File: config.mk
export PLATFORM = sky130hd
export DESIGN_NAME = gpcde_top
export DESIGN_NICKNAME = d
export VERILOG_FILES = /design/src/gpcde_pkg.sv /design/src/gpcde_top.sv /design/src/gpcde_sync.sv
export SDC_FILE = /design/constraint.sdc
export NUM_CORES = 1
export LEC_CHECK = 0
export BUFFER_PORTS_ARGS = -buffer_cell sky130_fd_sc_hd__clkbuf_2
export CAP_MARGIN = 25
export CORE_MARGIN = 2
export CORE_UTILIZATION = 35
export DETAILED_ROUTE_END_ITERATION = 7
export SETUP_SLACK_MARGIN = 0.3
export SLEW_MARGIN = 25
export SYNTH_ARGS = -nofsm -noshare
export SYNTH_HDL_FRONTEND = slang
export SYNTH_HIERARCHICAL = 1
export SYNTH_SLANG_ARGS = --single-unit
File: constraint.sdc
create_clock -name ref_clk -period 2.85 [get_ports ref_clk]
set_input_delay 0.57 -clock ref_clk [delete_from_list [all_inputs] [get_ports ref_clk]]
set_output_delay 0.57 -clock ref_clk [all_outputs]
set_load 0.02 [all_outputs]
File: src/gpcde_pkg.sv
// package for the port c/d/e gpio block: register addresses, widths, pin indices
// assumes an 8-bit cpu data bus with 16-bit addresses
package gpcde_pkg;
	// widths
	localparam int GPCDE_AW = 16;
	localparam int GPCDE_DW = 8;
	localparam int GPCDE_C_W = 7;
	localparam int GPCDE_D_W = 8;
	localparam int GPCDE_E_W = 6;
	// register addresses (data addresses as printed, others chosen locally)
	localparam logic [15:0] GPCDE_ADDR_D_DATA = 16'h0003;
	localparam logic [15:0] GPCDE_ADDR_E_DATA = 16'h0008;
	localparam logic [15:0] GPCDE_ADDR_D_DIR = 16'h0007;
	localparam logic [15:0] GPCDE_ADDR_E_DIR = 16'h000C;
	localparam logic [15:0] GPCDE_ADDR_C_PUE = 16'h004C;
	localparam logic [15:0] GPCDE_ADDR_D_PUE = 16'h004D;
	// reset values
	localparam logic [7:0] GPCDE_RST_D_DIR = 8'h00;
	localparam logic [5:0] GPCDE_RST_E_DIR = 6'h00;
	localparam logic [6:0] GPCDE_RST_C_PUE = 7'h00;
	localparam logic [7:0] GPCDE_RST_D_PUE = 8'h00;
	// port d shared pin positions
	localparam int GPCDE_D_SS = 0;
	localparam int GPCDE_D_MISO = 1;
	localparam int GPCDE_D_MOSI = 2;
	localparam int GPCDE_D_SCK = 3;
	localparam int GPCDE_D_TCH0 = 6;
	localparam int GPCDE_D_TCH1 = 7;
	// port e shared pin positions
	localparam int GPCDE_E_TXD = 0;
	localparam int GPCDE_E_RXD = 1;
endpackage

File: src/gpcde_top.sv
// gpio logic for ports c (pullups), d and e with peripheral pin sharing
// assumes a synchronous cpu bus on ref_clk; pins pass through pad cells outside
`timescale 1ns/1ps
`default_nettype none
module gpcde_top
	import gpcde_pkg::*;
#(
	parameter int C_W = GPCDE_C_W,
	parameter int D_W = GPCDE_D_W,
	parameter int E_W = GPCDE_E_W
) (
	input wire logic ref_clk,
	input wire logic rstn,
	// cpu register port
	input wire logic [GPCDE_AW-1:0] bus_addr,
	input wire logic bus_wr,
	input wire logic bus_rd,
	input wire logic [GPCDE_DW-1:0] bus_wdata,
	output logic [GPCDE_DW-1:0] bus_rdata,
	output logic bus_rvalid,
	// port c direction from the port c block, for pullup gating
	input wire logic [C_W-1:0] port_c_direction,
	output logic [C_W-1:0] port_c_pullup_on,
	// port d pins
	input wire logic [D_W-1:0] pd_in,
	output logic [D_W-1:0] pd_out,
	output logic [D_W-1:0] pd_oe_n,
	output logic [D_W-1:0] pd_pullup_on,
	// port e pins
	input wire logic [E_W-1:0] pe_in,
	output logic [E_W-1:0] pe_out,
	output logic [E_W-1:0] pe_oe_n,
	// spi controls and signals
	input wire logic spi_enable_bit,
	input wire logic spi_master_select_bit,
	input wire logic port_b_direction_bit0,
	input wire logic spi_sck_out,
	input wire logic spi_sck_oe,
	input wire logic spi_mosi_out,
	input wire logic spi_mosi_oe,
	input wire logic spi_miso_out,
	input wire logic spi_miso_oe,
	output logic spi_sck_in,
	output logic spi_mosi_in,
	output logic spi_miso_in,
	output logic spi_ss_in_n,
	// timer channel claims (edge/level select nonzero) and signals
	input wire logic [1:0] first_timer_module_claim,
	input wire logic [1:0] second_timer_module_claim,
	input wire logic [1:0] first_timer_module_ch_out,
	input wire logic [1:0] first_timer_module_ch_oe,
	input wire logic [1:0] second_timer_module_ch_out,
	input wire logic [1:0] second_timer_module_ch_oe,
	output logic [1:0] tim_ch_in,
	// serial interface
	input wire logic serial_iface_enable_bit,
	input wire logic serial_txd,
	output logic serial_rxd
);
	// storage
	logic [D_W-1:0] port_d_data_latch_q; // no reset
	logic [E_W-1:0] port_e_data_latch_q; // no reset
	logic [D_W-1:0] port_d_direction_q;
	logic [E_W-1:0] port_e_direction_q;
	logic [C_W-1:0] port_c_pullup_enables_q;
	logic [D_W-1:0] port_d_pullup_enables_q;
	logic [D_W-1:0] pd_sync; // synchronised pin levels
	logic [E_W-1:0] pe_sync;
	logic [C_W-1:0] pc_dir_sync; // direction comes from another block, same clock
	// shared-pin overrides
	logic [D_W-1:0] d_claim; // pin owned by a peripheral
	logic [D_W-1:0] d_per_out;
	logic [D_W-1:0] d_per_oe;
	logic [E_W-1:0] e_claim;
	logic [E_W-1:0] e_per_out;
	logic [E_W-1:0] e_per_oe;
	logic spi_ss_claim;
	logic tim_ch_claim_any;

	// address match helper, used by every register
	function automatic logic hit(input logic [GPCDE_AW-1:0] a, input logic [GPCDE_AW-1:0] ref_a);
		hit = (a == ref_a);
	endfunction

	assign pc_dir_sync = port_c_direction;

	// pin synchronisers
	gpcde_sync #(.W(D_W)) u_sync_d (
		.ref_clk(ref_clk),
		.rstn(rstn),
		.async_in(pd_in),
		.sync_out(pd_sync)
	);
	gpcde_sync #(.W(E_W)) u_sync_e (
		.ref_clk(ref_clk),
		.rstn(rstn),
		.async_in(pe_in),
		.sync_out(pe_sync)
	);

	// data latches: written regardless of direction, never reset
	always_ff @(posedge ref_clk) begin
		if (bus_wr && hit(bus_addr, GPCDE_ADDR_D_DATA)) begin
			port_d_data_latch_q <= bus_wdata[D_W-1:0];
		end
		if (bus_wr && hit(bus_addr, GPCDE_ADDR_E_DATA)) begin
			port_e_data_latch_q <= bus_wdata[E_W-1:0];
		end
	end

	// direction registers, cleared to inputs on reset
	always_ff @(posedge ref_clk or negedge rstn) begin
		if (!rstn) begin
			port_d_direction_q <= GPCDE_RST_D_DIR;
			port_e_direction_q <= GPCDE_RST_E_DIR;
		end else begin
			if (bus_wr && hit(bus_addr, GPCDE_ADDR_D_DIR)) begin
				port_d_direction_q <= bus_wdata[D_W-1:0];
			end
			if (bus_wr && hit(bus_addr, GPCDE_ADDR_E_DIR)) begin
				port_e_direction_q <= bus_wdata[E_W-1:0];
			end
		end
	end

	// pullup enables, cleared so no pullup is on after reset
	always_ff @(posedge ref_clk or negedge rstn) begin
		if (!rstn) begin
			port_c_pullup_enables_q <= GPCDE_RST_C_PUE;
			port_d_pullup_enables_q <= GPCDE_RST_D_PUE;
		end else begin
			if (bus_wr && hit(bus_addr, GPCDE_ADDR_C_PUE)) begin
				port_c_pullup_enables_q <= bus_wdata[C_W-1:0];
			end
			if (bus_wr && hit(bus_addr, GPCDE_ADDR_D_PUE)) begin
				port_d_pullup_enables_q <= bus_wdata[D_W-1:0];
			end
		end
	end

	// register read: data addresses mix latch and pin per direction bit
	always_ff @(posedge ref_clk or negedge rstn) begin
		if (!rstn) begin
			bus_rdata <= '0;
			bus_rvalid <= 1'b0;
		end else begin
			bus_rvalid <= bus_rd;
			if (!bus_rd) begin
				bus_rdata <= '0;
			end else if (hit(bus_addr, GPCDE_ADDR_D_DATA)) begin
				// direction still picks source on spi/timer pins
				bus_rdata <= (port_d_direction_q & port_d_data_latch_q)
					| (~port_d_direction_q & pd_sync);
			end else if (hit(bus_addr, GPCDE_ADDR_E_DATA)) begin
				bus_rdata <= {2'h0, (port_e_direction_q & port_e_data_latch_q)
					| (~port_e_direction_q & pe_sync)};
			end else if (hit(bus_addr, GPCDE_ADDR_D_DIR)) begin
				bus_rdata <= port_d_direction_q;
			end else if (hit(bus_addr, GPCDE_ADDR_E_DIR)) begin
				bus_rdata <= {2'h0, port_e_direction_q};
			end else if (hit(bus_addr, GPCDE_ADDR_C_PUE)) begin
				bus_rdata <= {1'h0, port_c_pullup_enables_q};
			end else if (hit(bus_addr, GPCDE_ADDR_D_PUE)) begin
				bus_rdata <= port_d_pullup_enables_q;
			end else begin
				bus_rdata <= '0; // unmapped reads zero
			end
		end
	end

	// port d peripheral ownership
	always_comb begin
		d_claim = '0;
		d_per_out = '0;
		d_per_oe = '0;
		// both timers share 7:6; timer two wins where both claim
		for (int i = 0; i < 2; i++) begin
			if (second_timer_module_claim[i]) begin
				d_claim[GPCDE_D_TCH0+i] = 1'b1;
				d_per_out[GPCDE_D_TCH0+i] = second_timer_module_ch_out[i];
				d_per_oe[GPCDE_D_TCH0+i] = second_timer_module_ch_oe[i];
			end else if (first_timer_module_claim[i]) begin
				d_claim[GPCDE_D_TCH0+i] = 1'b1;
				d_per_out[GPCDE_D_TCH0+i] = first_timer_module_ch_out[i];
				d_per_oe[GPCDE_D_TCH0+i] = first_timer_module_ch_oe[i];
			end
		end
		if (spi_enable_bit) begin
			d_claim[GPCDE_D_SCK] = 1'b1;
			d_claim[GPCDE_D_MOSI] = 1'b1;
			d_claim[GPCDE_D_MISO] = 1'b1;
			d_per_out[GPCDE_D_SCK] = spi_sck_out;
			d_per_oe[GPCDE_D_SCK] = spi_sck_oe;
			d_per_out[GPCDE_D_MOSI] = spi_mosi_out;
			d_per_oe[GPCDE_D_MOSI] = spi_mosi_oe;
			d_per_out[GPCDE_D_MISO] = spi_miso_out;
			d_per_oe[GPCDE_D_MISO] = spi_miso_oe;
		end
		// slave select is input only; port b dir bit0 plays no part
		d_claim[GPCDE_D_SS] = spi_ss_claim;
	end
	assign spi_ss_claim = spi_enable_bit & ~spi_master_select_bit;
	assign tim_ch_claim_any = |(first_timer_module_claim | second_timer_module_claim);

	// port e peripheral ownership
	always_comb begin
		e_claim = '0;
		e_per_out = '0;
		e_per_oe = '0;
		if (serial_iface_enable_bit) begin
			e_claim[GPCDE_E_TXD] = 1'b1;
			e_claim[GPCDE_E_RXD] = 1'b1;
			e_per_out[GPCDE_E_TXD] = serial_txd;
			e_per_oe[GPCDE_E_TXD] = 1'b1; // transmit always drives
		end
	end

	// pin drivers: registered so outputs come from flops (one cycle late)
	always_ff @(posedge ref_clk or negedge rstn) begin
		if (!rstn) begin
			pd_out <= '0;
			pd_oe_n <= '1;
			pe_out <= '0;
			pe_oe_n <= '1;
		end else begin
			// claimed pins follow the peripheral, not the direction bits
			pd_out <= (d_claim & d_per_out) | (~d_claim & port_d_data_latch_q);
			pd_oe_n <= ~((d_claim & d_per_oe) | (~d_claim & port_d_direction_q));
			pe_out <= (e_claim & e_per_out) | (~e_claim & port_e_data_latch_q);
			pe_oe_n <= ~((e_claim & e_per_oe) | (~e_claim & port_e_direction_q));
		end
	end

	// pullups: enabled bit and input direction only
	always_ff @(posedge ref_clk or negedge rstn) begin
		if (!rstn) begin
			port_c_pullup_on <= '0;
			pd_pullup_on <= '0;
		end else begin
			port_c_pullup_on <= port_c_pullup_enables_q & ~pc_dir_sync;
			pd_pullup_on <= port_d_pullup_enables_q & ~port_d_direction_q;
		end
	end

	// peripheral inputs from synchronised pins; idle values when not claimed, timer inputs idle only when no channel is claimed
	always_ff @(posedge ref_clk or negedge rstn) begin
		if (!rstn) begin
			spi_sck_in <= 1'b0;
			spi_mosi_in <= 1'b0;
			spi_miso_in <= 1'b0;
			spi_ss_in_n <= 1'b1;
			tim_ch_in <= '0;
			serial_rxd <= 1'b1;
		end else begin
			spi_sck_in <= spi_enable_bit & pd_sync[GPCDE_D_SCK];
			spi_mosi_in <= spi_enable_bit & pd_sync[GPCDE_D_MOSI];
			spi_miso_in <= spi_enable_bit & pd_sync[GPCDE_D_MISO];
			spi_ss_in_n <= spi_ss_claim ? pd_sync[GPCDE_D_SS] : 1'b1;
			tim_ch_in <= tim_ch_claim_any ? pd_sync[GPCDE_D_TCH1:GPCDE_D_TCH0] : 2'h0;
			serial_rxd <= serial_iface_enable_bit ? pe_sync[GPCDE_E_RXD] : 1'b1;
		end
	end
endmodule
`default_nettype wire

File: src/gpcde_sync.sv
// two-flop synchroniser for a vector of pin levels
// assumes pins are asynchronous to ref_clk
`timescale 1ns/1ps
`default_nettype none
module gpcde_sync #(
	parameter int W = 8
) (
	input wire logic ref_clk,
	input wire logic rstn,
	input wire logic [W-1:0] async_in,
	output logic [W-1:0] sync_out
);
	logic [W-1:0] meta_q; // first stage, read only by second stage
	// both stages clear on reset; values only ever come from the pin
	always_ff @(posedge ref_clk or negedge rstn) begin
		if (!rstn) begin
			meta_q <= '0;
			sync_out <= '0;
		end else begin
			meta_q <= async_in;
			sync_out <= meta_q;
		end
	end
endmodule
`default_nettype wire

==> metrics.md <==
| Metric | Value |
|---|---|
| Outcome | finished, final reports clean |
| Clk slew on worst S/H paths | 0.05 ns |
| Fillcell total | 1241 |
| Gp weighted congestion | 0.827 |
| Largest net degree at the start of global routing | 59 |
| Sequential Area | 3340 um2 |
| Final net count | 533 |
| Max clock buf depth | 2 |
| Clock Root Buffer | clkbuf_16 |
| Post-Synthesis Cells | 310 |
| Fraction of registers with async set/reset | 0.892 |
| DIE AREA | 14700 um2 |
| I/O pin cnt | 131 |
| Finished Cell Area | 6320 um2 |
| Number of synthesized flops with an enable pin | 14 |
| Peak VDD IR | 0.000313 V |
| Row cnt | 42 |
| Mean Syn Cell Area | 15.5 um2 |
| Die width | 121 um |
| Crit path DAT | 2.17 ns |
| CTS sink count | 130 |
| Worst Skew | 0.00587 ns |
| Kind of critical path | primary input to register |
| CTS Buf Count | 17 |
| Post-Layout Cell Count | 650 |
| Initial antenna violation count | 0 |
| Mapped Area | 4810 um2 |
| CP Max Fanout | 8 |
| Slowest stage delay, CP | 0.42 ns |
| Post-detailed-route wirelength per cell | 16.9 um |
| Final wirelength | 11000 um |
| Synth unique cells | 45 |
| Worst-path cell chain | clkbuf_2 -> nor4_2 -> nand4_1 -> nor2_4 -> mux2_1 |
| Core Footprint | 13300 um2 |
| Achievable clock frequency | 531 MHz |
| Hold WC Path Type | primary input to async pin |
| Hold buffers post-CTS | 0 |
| Endpoints failing hold | 0 |
| Vias | 3030 |
| Final worst path period need | 1.88 ns |
| Worst-Margin Slew | 0.631 ns |
| Post-DP Area | 5740 um2 |
| HPWL after DPL | 7920 um |
| RSZ-0062 raised after global routing | no |
| CP Capture Type | register |
| MaxCap Viol Count | 0 |
| Slew headroom | 0.576 |
| Area of the multi-input gates | 1410 um2 |
| Sequential share of the synthesized area | 0.695 |
| CTS tree | built |
| Leak | 3.00 nW |
| Vias in the first global route | 3212 |
| CP max-delay cell | nor4_2 |
| Global-route wire length before repair | 16900 um |
| TNS Setup | 0 ns |
| First drt pass iteration count | 4 |
| Post_cts resized | 0 |
| Initial drt markers | 120 |
| Layout cells sized above 1 | 0.439 |
| Tcrit/Tclk final | 0.661 |
| Pwr dens | 670 nW/um2 |
| Die height | 121 um |
| Gr usage total | 0.158 |
| Synth Register Bits | 130 |
| Remaining routing DRC violations | 0 |
| Antenna Cells | 0 |
| H-tree Lvls | 4 |
| Postcts setup bufs | 0 |
| Mapped Nets | 382 |
| GRT Residual Overflow | 0 |
| Synthesis-to-layout area growth | 31.3% |
| Final ANT Viol Nets | 0 |
| Critical Path RT | 3.13 ns |
| Starting Density | 0.361 |
| Yosys warns | 6 |
| Synth Flop Type | dfrtp_1 |
| Slew Limit Fails | 0 |
| IO Port Bufs | 129 |
| Later-pin clock latency in the skew report | 0.40 ns |
| Via/cell ratio | 4.66 |
| Crit path max-delay family | simple AND/OR/NAND/NOR gates |
| Final setup vio count | 0 |
| Worst Path Buf+Inv | 1 |
| Nature of the critical path startpoint | primary input |
| Post-Place Cells | 618 |
-- cells in the mapped netlist (2+ instances only) --
cell	number	share of area
inv_1	6	0.0047
nor2b_1	22	0.029
dfstp_2	16	0.087
nand2b_1	3	0.0039
and3_1	2	0.0026
a22oi_1	4	0.0062
nor3_1	2	0.0021
mux2_2	8	0.019
a21oi_1	6	0.0062
mux2i_1	24	0.050
nand4_1	2	0.0026
nor2_1	4	0.0031
nor4bb_1	2	0.0042
nand3b_1	2	0.0031
and4b_1	2	0.0042
nand3_1	2	0.0021
dfrtp_1	100	0.52
mux2_1	21	0.049
buf_6	2	0.0047
o22ai_1	13	0.017
clkbuf_1	4	0.0031
o21ai_0	3	0.0031
nor4_4	2	0.0088
o211a_1	2	0.0042
buf_2	2	0.0021
nand2_1	11	0.0086
and2_1	4	0.0052
nor2_4	2	0.0047
a221oi_1	2	0.0036
edfxtp_1	14	0.087
mux2_4	7	0.022
-- worst paths after layout --
path,startpoint,end,slack (ns),depth (start not counted)
hold / removal,rstn,port_d_direction_q[0],0.10,1
setup / recovery,bus_addr[9],port_d_direction_q[7],0.97,5
hold reg to reg,u_sync_d/meta_q[6],u_sync_d/sync_out[6],0.34,0
min in group ref_clk,pd_in[1],u_sync_d/meta_q[1],0.27,1
max in group asynchronous,rstn,spi_ss_in_n,2.01,2
setup reg to reg,port_e_direction_q[0],bus_rdata[0],1.42,4
-- final cells by class --
type | instances | area share
Tap cell | 176 | 0.0348
Multi-Input combinational cell | 165 | 0.223
Sequential cell | 130 | 0.529
Timing Repair Buffer | 140 | 0.118
Clock inverter | 5 | 0.0123
Clock buffer | 27 | 0.0796
Inverter | 7 | 0.00416
-- placed cells by master (no fill, tap or decap), drive strengths merged, types with 4 or more instances in the layout --
cell | netlist | routed
clkbuf | 4 | 155
edfxtp | 14 | 14
buf | 4 | 12
nor4 | 4 | 4
and2 | 4 | 4
dfstp | 16 | 16
o22ai | 13 | 13
inv | 7 | 7
nor2b | 22 | 22
mux2i | 24 | 24
nand2 | 11 | 11
mux2 | 36 | 36
a21oi | 6 | 6
nor2 | 6 | 6
dfrtp | 100 | 100
a22oi | 4 | 4
-- cells by family after synthesis --
| family | after synthesis | share of synthesized area |
|---|---|---|
| AOI/OAI and AO/OA | 33 | 0.0452 |
| buffers and inverters | 15 | 0.0153 |
| DFF | 130 | 0.695 |
| muxes | 60 | 0.140 |
| and+or+nand+nor | 72 | 0.105 |
-- registers in the layout, indices dropped and copies added (netlist names), 2 cells and up --
register                 count
port_e_data_latch_q          6
tim_ch_in                    2
port_d_data_latch_q          8
pe_out                       6
pe_oe_n                      6
port_d_pullup_enables_q      8
u_sync_d/meta_q              8
port_e_direction_q           6
u_sync_e/sync_out            6
bus_rdata                    8
pd_out                       8
u_sync_e/meta_q              6
port_c_pullup_on             7
port_d_direction_q           8
pd_oe_n                      8
port_c_pullup_enables_q      7
pd_pullup_on                 8
u_sync_d/sync_out            8
-- power breakdown --
| group | internal, W | switching (W) |
|---|---|---|
| Sequential | 0.00192 | 0.0000109 |
| Combinational | 0.0000812 | 0.000127 |
| Clock | 0.00138 | 0.000718 |
| Total | 0.00338 | 0.000856 |
-- stage by stage --
step	util	total power [W]	hold WS, ns	setup WS [ns]
floorplan	-	0.00203	0.274	0.677
global placement	0.430	0.00217	0.332	0.575
detailed placement	0.430	0.00217	0.335	0.562
CTS	0.473	0.00429	0.0973	0.982
global route	0.473	0.00441	0.121	0.888
finish	0.473	0.00423	0.104	0.966
-- per-layer routing --
layer | vias to the layer above | routed length [um] | global-route usage
met1 | 1509 | 4820 | 0.203
met3 | 8 | 651 | 0.0578
li1 | 1417 | - | -
met5 | - | 0 | 0
met2 | 96 | 5400 | 0.245
met4 | 0 | 111 | 0.0582
Note: power is estimated with default switching activity, not from simulation.
